$ cat config.mk
export PLATFORM = sky130hd
export DESIGN_NAME = atre_core
export DESIGN_NICKNAME = d
export VERILOG_FILES = /design/src/hw/atre_pkg.sv /design/src/hw/atre_alu_if.sv /design/src/hw/atre_alu.sv /design/src/hw/atre_core.sv
export VERILOG_INCLUDE_DIRS = /design/src /design/src/hw
export SDC_FILE = /design/constraint.sdc
export NUM_CORES = 1
export LEC_CHECK = 0
export ABC_AREA = 1
export ABC_CLOCK_PERIOD_IN_PS = 3800
export BUFFER_PORTS_ARGS = -buffer_cell sky130_fd_sc_hd__buf_2
export CORE_UTILIZATION = 35
export DETAILED_ROUTE_END_ITERATION = 10
export REMOVE_ABC_BUFFERS = 1
export SLEW_MARGIN = 20
export SYNTH_ARGS = -nofsm -noshare
export SYNTH_HDL_FRONTEND = slang
export SYNTH_HIERARCHICAL = 1
export SYNTH_SLANG_ARGS = --single-unit
$ cat constraint.sdc
create_clock -name sys_clk -period 3.8 [get_ports sys_clk]
set_input_delay 0.57 -clock sys_clk [delete_from_list [all_inputs] [get_ports sys_clk]]
set_output_delay 0.57 -clock sys_clk [all_outputs]
set_load 0.02 [all_outputs]
$ cat src/hw/atre_map.svh
`ifndef ATRE_MAP_SVH
`define ATRE_MAP_SVH

// register port offsets
`define ATRE_REG_ACC 4'h0
`define ATRE_REG_STATUS 4'h1
`define ATRE_REG_BANK 4'h2
`define ATRE_REG_PTR_LO 4'h3
`define ATRE_REG_PTR_HI 4'h4
`define ATRE_REG_PTR_UP 4'h5
`define ATRE_REG_LATCH 4'h6
`define ATRE_REG_CTRL 4'h7
`define ATRE_REG_IDX_LO 4'h8
`define ATRE_REG_IDX_HI 4'h9

// flag positions in the status register
`define ATRE_FLG_C 0
`define ATRE_FLG_DIGIT_CARRY 1
`define ATRE_FLG_Z 2
`define ATRE_FLG_OVERFLOW 3
`define ATRE_FLG_N 4

// control register fields
`define ATRE_CTRL_EXT 0
`define ATRE_CTRL_BUSY 7

// opcode fields
`define ATRE_OP_ADDC 6'h08
`define ATRE_OP_ANDL 8'h0b
`define ATRE_OP_TBL 14'h0002
`define ATRE_BIT_DEST 9
`define ATRE_BIT_BANKED 8

// table pointer update modes
`define ATRE_TBL_KEEP 2'h0
`define ATRE_TBL_POSTINC 2'h1
`define ATRE_TBL_POSTDEC 2'h2
`define ATRE_TBL_PREINC 2'h3

// access bank split, upper and lower bank
`define ATRE_ACCESS_LIMIT 8'h5f
`define ATRE_ACCESS_HI_BANK 4'hf
`define ATRE_ACCESS_LO_BANK 4'h0

// quarter phases of an instruction cycle
`define ATRE_PH_DEC 2'h0
`define ATRE_PH_READ 2'h1
`define ATRE_PH_PROC 2'h2
`define ATRE_PH_WRITE 2'h3
`define ATRE_PH_STEP 2'h1

`define ATRE_PTR_STEP 21'h000001
`define ATRE_BYTE_ZERO 8'h00

`endif

$ cat src/hw/atre_pkg.sv
package atre_pkg;

typedef enum logic [2:0] {
    ST_IDLE = 3'b001,
    ST_CYC1 = 3'b010,
    ST_CYC2 = 3'b100
} atre_fsm_t;

typedef enum logic [1:0] {
    K_NOP = 2'h0,
    K_ADDC = 2'h1,
    K_ANDL = 2'h2,
    K_TBL = 2'h3
} atre_kind_t;

typedef struct packed {
    atre_fsm_t fsm;
    logic [1:0] phase;
    atre_kind_t kind;
    logic [15:0] instr;
    logic [7:0] acc;
    logic [4:0] status;
    logic [3:0] bankSel;
    logic [20:0] ptr;
    logic [7:0] latch;
    logic ext;
    logic [11:0] idx;
    logic [15:0] operand;
    logic busy;
    logic [7:0] rdata;
    logic [11:0] dmAddr;
    logic dmRd;
    logic dmWr;
    logic [7:0] dmWdata;
    logic [19:0] pmAddr;
    logic pmRd;
} atre_state_t;

localparam atre_state_t ATRE_STATE_RST = '{fsm: ST_IDLE, kind: K_NOP, default: '0};

endpackage

$ cat src/hw/atre_alu_if.sv
`timescale 1ns/10ps
interface atre_alu_if;
    logic [7:0] a;
    logic [7:0] b;
    logic carryIn;
    logic opAnd;
    logic [7:0] result;
    logic neg;
    logic ovf;
    logic zero;
    logic digitCarry;
    logic carryOut;

    modport core (output a, b, carryIn, opAnd,
                  input result, neg, ovf, zero, digitCarry, carryOut);
    modport alu (input a, b, carryIn, opAnd,
                 output result, neg, ovf, zero, digitCarry, carryOut);
endinterface

$ cat src/hw/atre_alu.sv
`timescale 1ns/10ps
module atre_alu (
    // operands and flags
    atre_alu_if.alu bus
);
    logic [8:0] full;
    logic [4:0] low;

    assign full = {1'b0, bus.a} + {1'b0, bus.b} + {8'h00, bus.carryIn};
    assign low = {1'b0, bus.a[3:0]} + {1'b0, bus.b[3:0]} + {4'h0, bus.carryIn};
    assign bus.result = bus.opAnd ? (bus.a & bus.b) : full[7:0];
    assign bus.neg = bus.result[7];
    assign bus.zero = (bus.result == 8'h00);
    assign bus.carryOut = full[8];
    assign bus.digitCarry = low[4];
    // signed overflow: equal operand signs, different result sign
    assign bus.ovf = (bus.a[7] == bus.b[7]) && (full[7] != bus.a[7]);
endmodule

$ cat src/hw/atre_core.sv
// Summary of operation
// - add accumulator, file operand and carry
// - destination bit picks accumulator or file
// - bank bit picks access bank or bank
// - indexed offset when unbanked, extended, low address
// - and literal into accumulator
// - program memory addressed by 21-bit pointer
// - pointer bit zero selects word byte
// - low opcode bits select pointer update
// - pre-increment bumps pointer before reading
// - table read takes two cycles
//
// Decided for this implementation: the plain strobed port and the register offsets.
`timescale 1ns/10ps
`include "atre_map.svh"
module atre_core
    import atre_pkg::*;
(
    // clock and reset
    input wire logic sys_clk,
    input wire logic sys_rst,
    // register port
    input wire logic [3:0] regAddr,
    input wire logic [7:0] regWdata,
    input wire logic regWr,
    input wire logic regRd,
    output logic [7:0] regRdata,
    // instruction port
    input wire logic instrValid,
    input wire logic [15:0] instrWord,
    output logic busy,
    // data memory
    output logic [11:0] dmAddr,
    output logic dmRd,
    output logic dmWr,
    output logic [7:0] dmWdata,
    input wire logic [7:0] dmRdata,
    // program memory
    output logic [19:0] pmAddr,
    output logic pmRd,
    input wire logic [15:0] pmRdata
);
    atre_state_t s_q;
    atre_state_t s_d;
    atre_alu_if aluBus ();

    atre_alu u_alu (
        .bus(aluBus)
    );

    function automatic atre_kind_t decodeKind(input logic [15:0] w);
        if (w[15:10] == `ATRE_OP_ADDC) begin
            return K_ADDC;
        end else if (w[15:8] == `ATRE_OP_ANDL) begin
            return K_ANDL;
        end else if (w[15:2] == `ATRE_OP_TBL) begin
            return K_TBL;
        end
        return K_NOP;
    endfunction

    // operand address from the file field, bank bit and mode
    function automatic logic [11:0] fileAddr(input logic [15:0] w, input logic ext,
                                             input logic [3:0] bankSel, input logic [11:0] idx);
        if (w[`ATRE_BIT_BANKED]) begin
            return {bankSel, w[7:0]};
        end else if (w[7:0] <= `ATRE_ACCESS_LIMIT) begin
            if (ext) begin
                return 12'(idx + {4'h0, w[7:0]});
            end
            return {`ATRE_ACCESS_LO_BANK, w[7:0]};
        end
        return {`ATRE_ACCESS_HI_BANK, w[7:0]};
    endfunction

    assign aluBus.a = s_q.acc;
    assign aluBus.b = (s_q.kind == K_ANDL) ? s_q.instr[7:0] : s_q.operand[7:0];
    assign aluBus.carryIn = s_q.status[`ATRE_FLG_C];
    assign aluBus.opAnd = (s_q.kind == K_ANDL);

    always_comb begin
        s_d = s_q;
        s_d.dmRd = 1'b0;
        s_d.dmWr = 1'b0;
        s_d.pmRd = 1'b0;
        s_d.rdata = `ATRE_BYTE_ZERO;
        // software writes first so a same-cycle core update wins
        if (regWr) begin
            case (regAddr)
                `ATRE_REG_ACC: s_d.acc = regWdata;
                `ATRE_REG_STATUS: s_d.status = regWdata[4:0];
                `ATRE_REG_BANK: s_d.bankSel = regWdata[3:0];
                `ATRE_REG_PTR_LO: s_d.ptr[7:0] = regWdata;
                `ATRE_REG_PTR_HI: s_d.ptr[15:8] = regWdata;
                `ATRE_REG_PTR_UP: s_d.ptr[20:16] = regWdata[4:0];
                `ATRE_REG_LATCH: s_d.latch = regWdata;
                `ATRE_REG_CTRL: s_d.ext = regWdata[`ATRE_CTRL_EXT];
                `ATRE_REG_IDX_LO: s_d.idx[7:0] = regWdata;
                `ATRE_REG_IDX_HI: s_d.idx[11:8] = regWdata[3:0];
                default: ;
            endcase
        end
        if (regRd) begin
            case (regAddr)
                `ATRE_REG_ACC: s_d.rdata = s_q.acc;
                `ATRE_REG_STATUS: s_d.rdata = {3'h0, s_q.status};
                `ATRE_REG_BANK: s_d.rdata = {4'h0, s_q.bankSel};
                `ATRE_REG_PTR_LO: s_d.rdata = s_q.ptr[7:0];
                `ATRE_REG_PTR_HI: s_d.rdata = s_q.ptr[15:8];
                `ATRE_REG_PTR_UP: s_d.rdata = {3'h0, s_q.ptr[20:16]};
                `ATRE_REG_LATCH: s_d.rdata = s_q.latch;
                `ATRE_REG_CTRL: s_d.rdata = {s_q.busy, 6'h00, s_q.ext};
                `ATRE_REG_IDX_LO: s_d.rdata = s_q.idx[7:0];
                `ATRE_REG_IDX_HI: s_d.rdata = {4'h0, s_q.idx[11:8]};
                default: s_d.rdata = `ATRE_BYTE_ZERO;
            endcase
        end
        unique case (s_q.fsm)
            ST_IDLE: begin
                if (instrValid) begin
                    s_d.instr = instrWord;
                    s_d.kind = decodeKind(instrWord);
                    s_d.fsm = ST_CYC1;
                    s_d.phase = `ATRE_PH_DEC;
                end
            end
            ST_CYC1: begin
                s_d.phase = s_q.phase + `ATRE_PH_STEP;
                unique case (s_q.phase)
                    `ATRE_PH_DEC: begin
                        if (s_q.kind == K_ADDC) begin
                            s_d.dmRd = 1'b1;
                            s_d.dmAddr = fileAddr(s_q.instr, s_q.ext, s_q.bankSel, s_q.idx);
                        end
                    end
                    `ATRE_PH_READ: ;
                    `ATRE_PH_PROC: begin
                        if (s_q.kind == K_ADDC) begin
                            s_d.operand = {8'h00, dmRdata};
                        end
                    end
                    `ATRE_PH_WRITE: begin
                        s_d.fsm = (s_q.kind == K_TBL) ? ST_CYC2 : ST_IDLE;
                        if (s_q.kind == K_ADDC) begin
                            s_d.status[`ATRE_FLG_N] = aluBus.neg;
                            s_d.status[`ATRE_FLG_OVERFLOW] = aluBus.ovf;
                            s_d.status[`ATRE_FLG_Z] = aluBus.zero;
                            s_d.status[`ATRE_FLG_DIGIT_CARRY] = aluBus.digitCarry;
                            s_d.status[`ATRE_FLG_C] = aluBus.carryOut;
                            if (s_q.instr[`ATRE_BIT_DEST]) begin
                                s_d.dmWr = 1'b1;
                                s_d.dmWdata = aluBus.result;
                            end else begin
                                s_d.acc = aluBus.result;
                            end
                        end else if (s_q.kind == K_ANDL) begin
                            s_d.acc = aluBus.result;
                            s_d.status[`ATRE_FLG_N] = aluBus.neg;
                            s_d.status[`ATRE_FLG_Z] = aluBus.zero;
                        end else if (s_q.kind == K_TBL) begin
                            if (s_q.instr[1:0] == `ATRE_TBL_PREINC) begin
                                s_d.ptr = s_q.ptr + `ATRE_PTR_STEP;
                            end
                        end
                    end
                endcase
            end
            ST_CYC2: begin
                s_d.phase = s_q.phase + `ATRE_PH_STEP;
                unique case (s_q.phase)
                    `ATRE_PH_DEC: begin
                        s_d.pmRd = 1'b1;
                        s_d.pmAddr = s_q.ptr[20:1];
                    end
                    `ATRE_PH_READ: ;
                    `ATRE_PH_PROC: s_d.operand = pmRdata;
                    `ATRE_PH_WRITE: begin
                        // latch written at end of second cycle
                        s_d.fsm = ST_IDLE;
                        // byte select by pointer bit zero
                        s_d.latch = s_q.ptr[0] ? s_q.operand[15:8] : s_q.operand[7:0];
                        if (s_q.instr[1:0] == `ATRE_TBL_POSTINC) begin
                            s_d.ptr = s_q.ptr + `ATRE_PTR_STEP;
                        end else if (s_q.instr[1:0] == `ATRE_TBL_POSTDEC) begin
                            s_d.ptr = s_q.ptr - `ATRE_PTR_STEP;
                        end
                    end
                endcase
            end
        endcase
        s_d.busy = (s_d.fsm != ST_IDLE);
    end

    always_ff @(posedge sys_clk) begin
        if (sys_rst) begin
            s_q <= ATRE_STATE_RST;
        end else begin
            s_q <= s_d;
        end
    end

    assign regRdata = s_q.rdata;
    assign busy = s_q.busy;
    assign dmAddr = s_q.dmAddr;
    assign dmRd = s_q.dmRd;
    assign dmWr = s_q.dmWr;
    assign dmWdata = s_q.dmWdata;
    assign pmAddr = s_q.pmAddr;
    assign pmRd = s_q.pmRd;

    // checking
    logic accept;
    logic wr1;
    logic wr2;
    assign accept = (s_q.fsm == ST_IDLE) && instrValid;
    assign wr1 = (s_q.fsm == ST_CYC1) && (s_q.phase == `ATRE_PH_WRITE);
    assign wr2 = (s_q.fsm == ST_CYC2) && (s_q.phase == `ATRE_PH_WRITE);
endmodule

==> impl_metrics.ini, run 1 <==
[outcome]
status = complete, no violations

[layout]
ff_latch_area_um2 = 2880
fin_nets = 1544
nFillCells = 2848
syn2layout_area_growth_pct = 10.0
multi_input_area_um2 = 5120
drive_above_1_share_pct = 15.1
final_cells = 1812

[route]
drc = 0
post_drt_wl_per_cell_um = 16.6
first_pass_iters = 5
drtIter0Drc = 796
wl_um = 30100
ant_nets = 0
vias_per_cell = 5.20
vias = 9415

[floorplanning]
initial_core_util_pct = 35.7
die_y_um = 165
rows = 59
dieArea_um2 = 27200
io_pins = 109
coreArea_um2 = 26100
die_w_um = 165

[global_routing]
grtUsageTotal_pct = 22.5
grt_max_degree = 59
grt_pass1_wl_um = 46700
grt_pass1_vias = 8400
overflow = 0
antenna_found_initial = 0

[synthesis]
yosysSeqAreaShare_pct = 31.0
ys_top_cells_by_count = 336 x nand2_1, 144 x dfxtp_1, 142 x inv_1, 131 x a21oi_1, 124 x o21ai_0
synth_enable_flop_cells = 0
yosysWarnings = 6
synth_top_area_share_pct = 31.0
synth.distinct_cells = 51
async_flop_share_pct = 0
post-synth-top-area-cell = dfxtp_1
synth_area_per_cell_um2 = 6.47
synth-main-ff-cell = dfxtp_1
yosysMostFrequentCell = nand2_1
netlist_area_um2 = 9290
netlist_instances = 1436
ys_ff_latch = 144
synth_area_leaders = dfxtp_1 31%, nand2_1 14%, a21oi_1 7.1%

[power]
power_density_nw_per_um2 = 350
p_comb_share_pct = 9.9
p_int_mw = 2.59
p_seq_share_pct = 44.2
p_leak_nw = 4.67
power_frac_clock_pct = 45.8
vdd_drop_max_mv = 0.214
swShare_pct = 27.7
netSwitchingPower_mw = 0.993

[worst_setup_path]
path_max_fanout = 7
worstSetupStartpointType = flip-flop
cp_data_arrival_time_ns = 3.30
crit_type = reg -> reg
cp-end-kind = flip-flop
crit_required_ns = 4.15

[placed_design]
dpl.hpwl_um = 23000
gp_congestion = 0.947
dp_cells = 1779
port_buffers = 108

[sta]
setup_viol_count_final = 0
holdWs_ns = 0.381
hold_violations = 0
timing.final.crit_period_ns = 2.95
fin_tns_setup_ns = 0
max-slew-margin-rel_pct = 49.3
tightest_slew_ns = 0.758
fmaxAchievable_ghz = 0.339
final_max_slew_viol_count = 0
rsz0062_at_grt = false
finalCritPeriodShare_pct = 77.6
finalClockSkew_ns = 0.00894

[cts]
clk_path_buf_depth = 2
postCtsHoldBufs = 0
postCtsSetupBuffers = 0
cts_sinks = 144
clock-root-buffer = clkbuf_16
cts_tree = yes
clk-insertion-delay-late_ns = 0.43
cts_buffers = 17
path_clk_slew_ns = 0.06
htree_levels = 4
cts_resized = 0

[hold_path]
hold_class = in -> reg

[flow_run]
maxCapViolCount = 0
==> sequential cells by signal (all words and copies together) (netlist names) <==
register and cells:
pmAddr 20, dmWr 1, s_q 83, dmWdata 8, aluBus.a 8, pmRd 1
regRdata 8, dmRd 1, dmAddr 12, aluBus.carryIn 1, busy 1
==> power by group through the flow <==
stage / Sequential, mW / Combinational (mW) / Clock, mW
6_report: 1.58 / 0.355 / 1.64
5_1_grt: 1.59 / 0.394 / 1.73
4_1_cts: 1.58 / 0.352 / 1.67
3_5_place_dp: 1.62 / 0.350 / 0
3_3_place_gp: 1.62 / 0.348 / 0
2_1_floorplan: 1.60 / 0.212 / 0
==> layout by cell type, fill, tap and decap left out, types with 17 or more instances in the layout <==
cell type  count
nand2_1      336
dfxtp_1      144
inv_1        141
a21oi_1      131
o21ai_0      124
nor2_1       122
buf_2        108
nand3_1       93
inv_2         24
a31oi_1       22
ha_1          21
o21ai_1       19
clkbuf_16     17
==> layout make-up <==
| cell class | count | area share [%] |
|---|---|---|
| Multi-Input combinational cell | 1016 | 50.0 |
| Sequential cell | 144 | 28.2 |
| Inverter | 168 | 6.22 |
| Timing Repair Buffer | 116 | 5.87 |
| Clock buffer | 20 | 4.47 |
| Tap cell | 335 | 4.10 |
| Clock inverter | 12 | 1.08 |
| Antenna cell | 1 | 0.0245 |
==> cells by family (layout without fill, tap and decap cells) <==
kind of cell,count (synthesis),count (layout),share of synthesized area [%]
xor gates and xnor gates,16,16,1.51
DFF,144,144,31.0
buffers and inverters,276,316,13.9
other,0,1,0
muxes,2,2,0.215
AOI/OAI and AO/OA,349,349,20.7
and+or+nand+nor,625,625,29.2
adders and majority gates,24,24,3.47
==> critical path: stages, from the launching register on <==
cell	delay, ns
dfxtp_1	0.35
inv_1	0.07
nor2_2	0.10
inv_1	0.11
o21ai_0	0.27
inv_1	0.10
fa_1	0.41
inv_1	0.11
fa_1	0.42
o21ai_1	0.16
nand2_1	0.07
nor2_1	0.10
nand3_1	0.07
nor2_1	0.09
nand2_1	0.07
nor2_2	0.07
o21ai_0	0.08
a31oi_1	0.20
==> final timing paths <==
kind         slack (ns)  depth (start not counted)      start          end
max                0.85                         17   s_q[144]     s_q[116]
min                0.38                          3      regRd  regRdata[0]
max reg2reg        0.85                         17   s_q[144]     s_q[116]
min reg2reg        0.46                          2  pmAddr[5]    pmAddr[5]
==> metal layers <==
metal	global-route usage, %	vias to the layer above	share of wire (%)
li1	-	4734	-
met1	32.1	4297	48
met2	34.3	337	44
met3	3.01	47	5.9
met4	8.17	0	2.6
met5	0	-	0
==> stage by stage <==
step | util, % | power (mW) | setup WS, ns | instance area [um2]
after floorplan | - | 1.81 | 0.613 | 8630
after global placement | 37.0 | 1.96 | 1.06 | 9650
after detailed placement | 37.0 | 1.97 | 0.929 | 9650
after CTS | 39.2 | 3.60 | 0.894 | 10200
after global routing | 39.2 | 3.71 | 0.614 | 10200
final | 39.2 | 3.58 | 0.851 | 10200
Note: power is estimated with default switching activity, not from simulation.
==> run 2: changes to the inputs <==
--- a/config.mk
+++ b/config.mk
@@ -7,7 +7,7 @@
 export NUM_CORES = 1
 export LEC_CHECK = 0
 export ABC_AREA = 1
-export ABC_CLOCK_PERIOD_IN_PS = 3800
+export ABC_CLOCK_PERIOD_IN_PS = 2900
 export BUFFER_PORTS_ARGS = -buffer_cell sky130_fd_sc_hd__buf_2
 export CORE_UTILIZATION = 35
 export DETAILED_ROUTE_END_ITERATION = 10
==> constraint.sdc (replaced) <==
create_clock -name sys_clk -period 2.9 [get_ports sys_clk]
set_input_delay 0.435 -clock sys_clk [delete_from_list [all_inputs] [get_ports sys_clk]]
set_output_delay 0.435 -clock sys_clk [all_outputs]
set_load 0.02 [all_outputs]
==> run 2 against run 1 <==
Against the previous run: non-clock buffer count grew 4; first-iteration DRC count grew 10%; clock skew grew 0.0083 ns; via count grew 0.63%; cell area grew 0.77%; total power grew 36%; clock power grew 40%; combinational power grew 35%; clock-buffer cell count shrank 3; register-to-register slack lost 0.64 ns; global-route usage grew 0.39 points; sequential cell count is the same; critical endpoint unchanged; largest cell class unchanged; largest power group unchanged.
==> impl_metrics.ini, run 2 (synthesized netlist as in run 1, its figures left out) <==
[cts]
postCtsHoldBufs = 0
clk-insertion-delay-late_ns = 0.44
cts_resized = 0
cts_tree = yes
cts_buffers = 17
cts_sinks = 144
htree_levels = 4
path_clk_slew_ns = 0.07
postCtsSetupBuffers = 0
clock-root-buffer = clkbuf_16
clk_path_buf_depth = 2

[worst_setup_path]
crit_type = reg -> reg
crit_start = s_q[144]
crit_family = adder cells
cp_slowest_cell = fa_1
cp_data_arrival_time_ns = 3.05
crit_buf_inv = 4
r2r-start = s_q[144]
worstSetupStartpointType = flip-flop
cp_cell_sequence = inv_1 > nor2_2 > inv_2 > o21ai_2 > inv_1 > fa_2 > inv_2 > fa_1 > o21ai_2 > nand2_1 > nor2_1 > nand3_1 > nor2_1 > nand2_1 > nor2_2 > o21ai_0 > a31oi_1
path_max_fanout = 7
max_stage_delay_ns = 0.42
cp-end-kind = flip-flop
crit_required_ns = 3.26

[power]
p_int_mw = 3.51
p_comb_share_pct = 9.8
power_density_nw_per_um2 = 471
totalPowerFinal_mw = 4.85
power_frac_clock_pct = 47.4
vdd_drop_max_mv = 0.281
netSwitchingPower_mw = 1.34
p_seq_share_pct = 42.7
p_leak_nw = 4.70
swShare_pct = 27.6

[sta]
rsz0062_at_grt = false
tightest_slew_ns = 0.775
setup_viol_count_final = 0
fmaxAchievable_ghz = 0.372
finalClockSkew_ns = 0.0172
finalCritPeriodShare_pct = 92.6
hold_violations = 0
timing.final.crit_period_ns = 2.69
max-slew-margin-rel_pct = 48.2
holdWs_ns = 0.227
final_max_slew_viol_count = 0

[floorplanning]
initial_core_util_pct = 35.7
die_w_um = 165
die_y_um = 165
coreArea_um2 = 26100
rows = 59
dieArea_um2 = 27200
io_pins = 109

[layout]
nFillCells = 2821
final_common_cell = nand2_1
final_core_util_pct = 39.5
top_register = s_q
layout_common_cells = 334 x nand2_1, 144 x dfxtp_1, 139 x inv_1, 131 x a21oi_1, 123 x o21ai_0
diodes = 0
drive_above_1_share_pct = 15.8
largest_reg_flops = 83
fin_nets = 1548
syn2layout_area_growth_pct = 10.9

[global_routing]
antenna_found_initial = 0
grtUsageTotal_pct = 22.9
grt_max_degree = 59
grt_busiest_layer = met2
grt_pass1_wl_um = 47800
grt_use_met2_pct = 35.7
met1_usage_pct = 33.1
grt_pass1_vias = 8480
met3_usage_pct = 2.79
overflow = 0

[placed_design]
gp_congestion = 0.935
port_buffers = 108
dpl.hpwl_um = 23100

[route]
ant_nets = 0
first_pass_iters = 6
drtIter0Drc = 876
wl_um = 31000
vias_per_cell = 5.23
vias = 9474
drc = 0
post_drt_wl_per_cell_um = 17.1

[hold_path]
hold_class = in -> reg
hp-start = regRd

[flow_run]
maxCapViolCount = 0

[outcome]
status = complete, no violations
[run 2: path summary, 6_finish.rpt]
check | end | cells after the start | slack (ns)
setup / recovery | s_q[116] | 17 | 0.21
hold / removal | regRdata[0] | 3 | 0.23
setup reg to reg | s_q[116] | 17 | 0.21
hold reg to reg | pmAddr[8] | 2 | 0.46
[run 2: metrics by stage]
step	setup WS, ns	cell area, um2	setup TNS, ns	cells
after global placement	0.182	9700	0	1783
after floorplan	-0.287	8630	-0.496	1328
after detailed placement	0.121	9700	0	1783
final	0.215	10300	0	1813
after global routing	0.00646	10300	0	1813
after CTS	0.0452	10300	0	1813
[run 2: worst reg2reg max path: cells and delay by family (launching register included)]
| kind | cells | cell delay [ns] |
|---|---|---|
| adders and majority gates | 2 | 0.78 |
| and+or+nand+nor | 7 | 0.65 |
| AOI/OAI and AO/OA | 4 | 0.54 |
| DFF | 1 | 0.34 |
| buffers and inverters | 4 | 0.31 |
[run 2: layout make-up]
type	instances	area (um2)	area share (%)
timing repair buffer	120	643	6.24
clock inverter	13	165	1.60
multi-input combinational	1016	5130	49.8
tap	335	419	4.07
inverter	168	636	6.17
sequential	144	2880	28.0
clock buffer	17	425	4.13
[run 2: per-layer routing]
layer  vias to the layer above  wire (um)
li1                       4728          -
met4                         0        560
met2                       354      13700
met3                        36       1840
met1                      4356      14900
met5                         -          0
[run 2: power by group through the flow]
stage               Sequential [mW]  Clock (mW)  Combinational, mW
floorplan                      2.10           0              0.277
global placement               2.12           0              0.465
detailed placement             2.12           0              0.467
CTS                            2.07        2.31              0.471
global route                   2.08        2.41              0.529
finish                         2.07        2.30              0.478
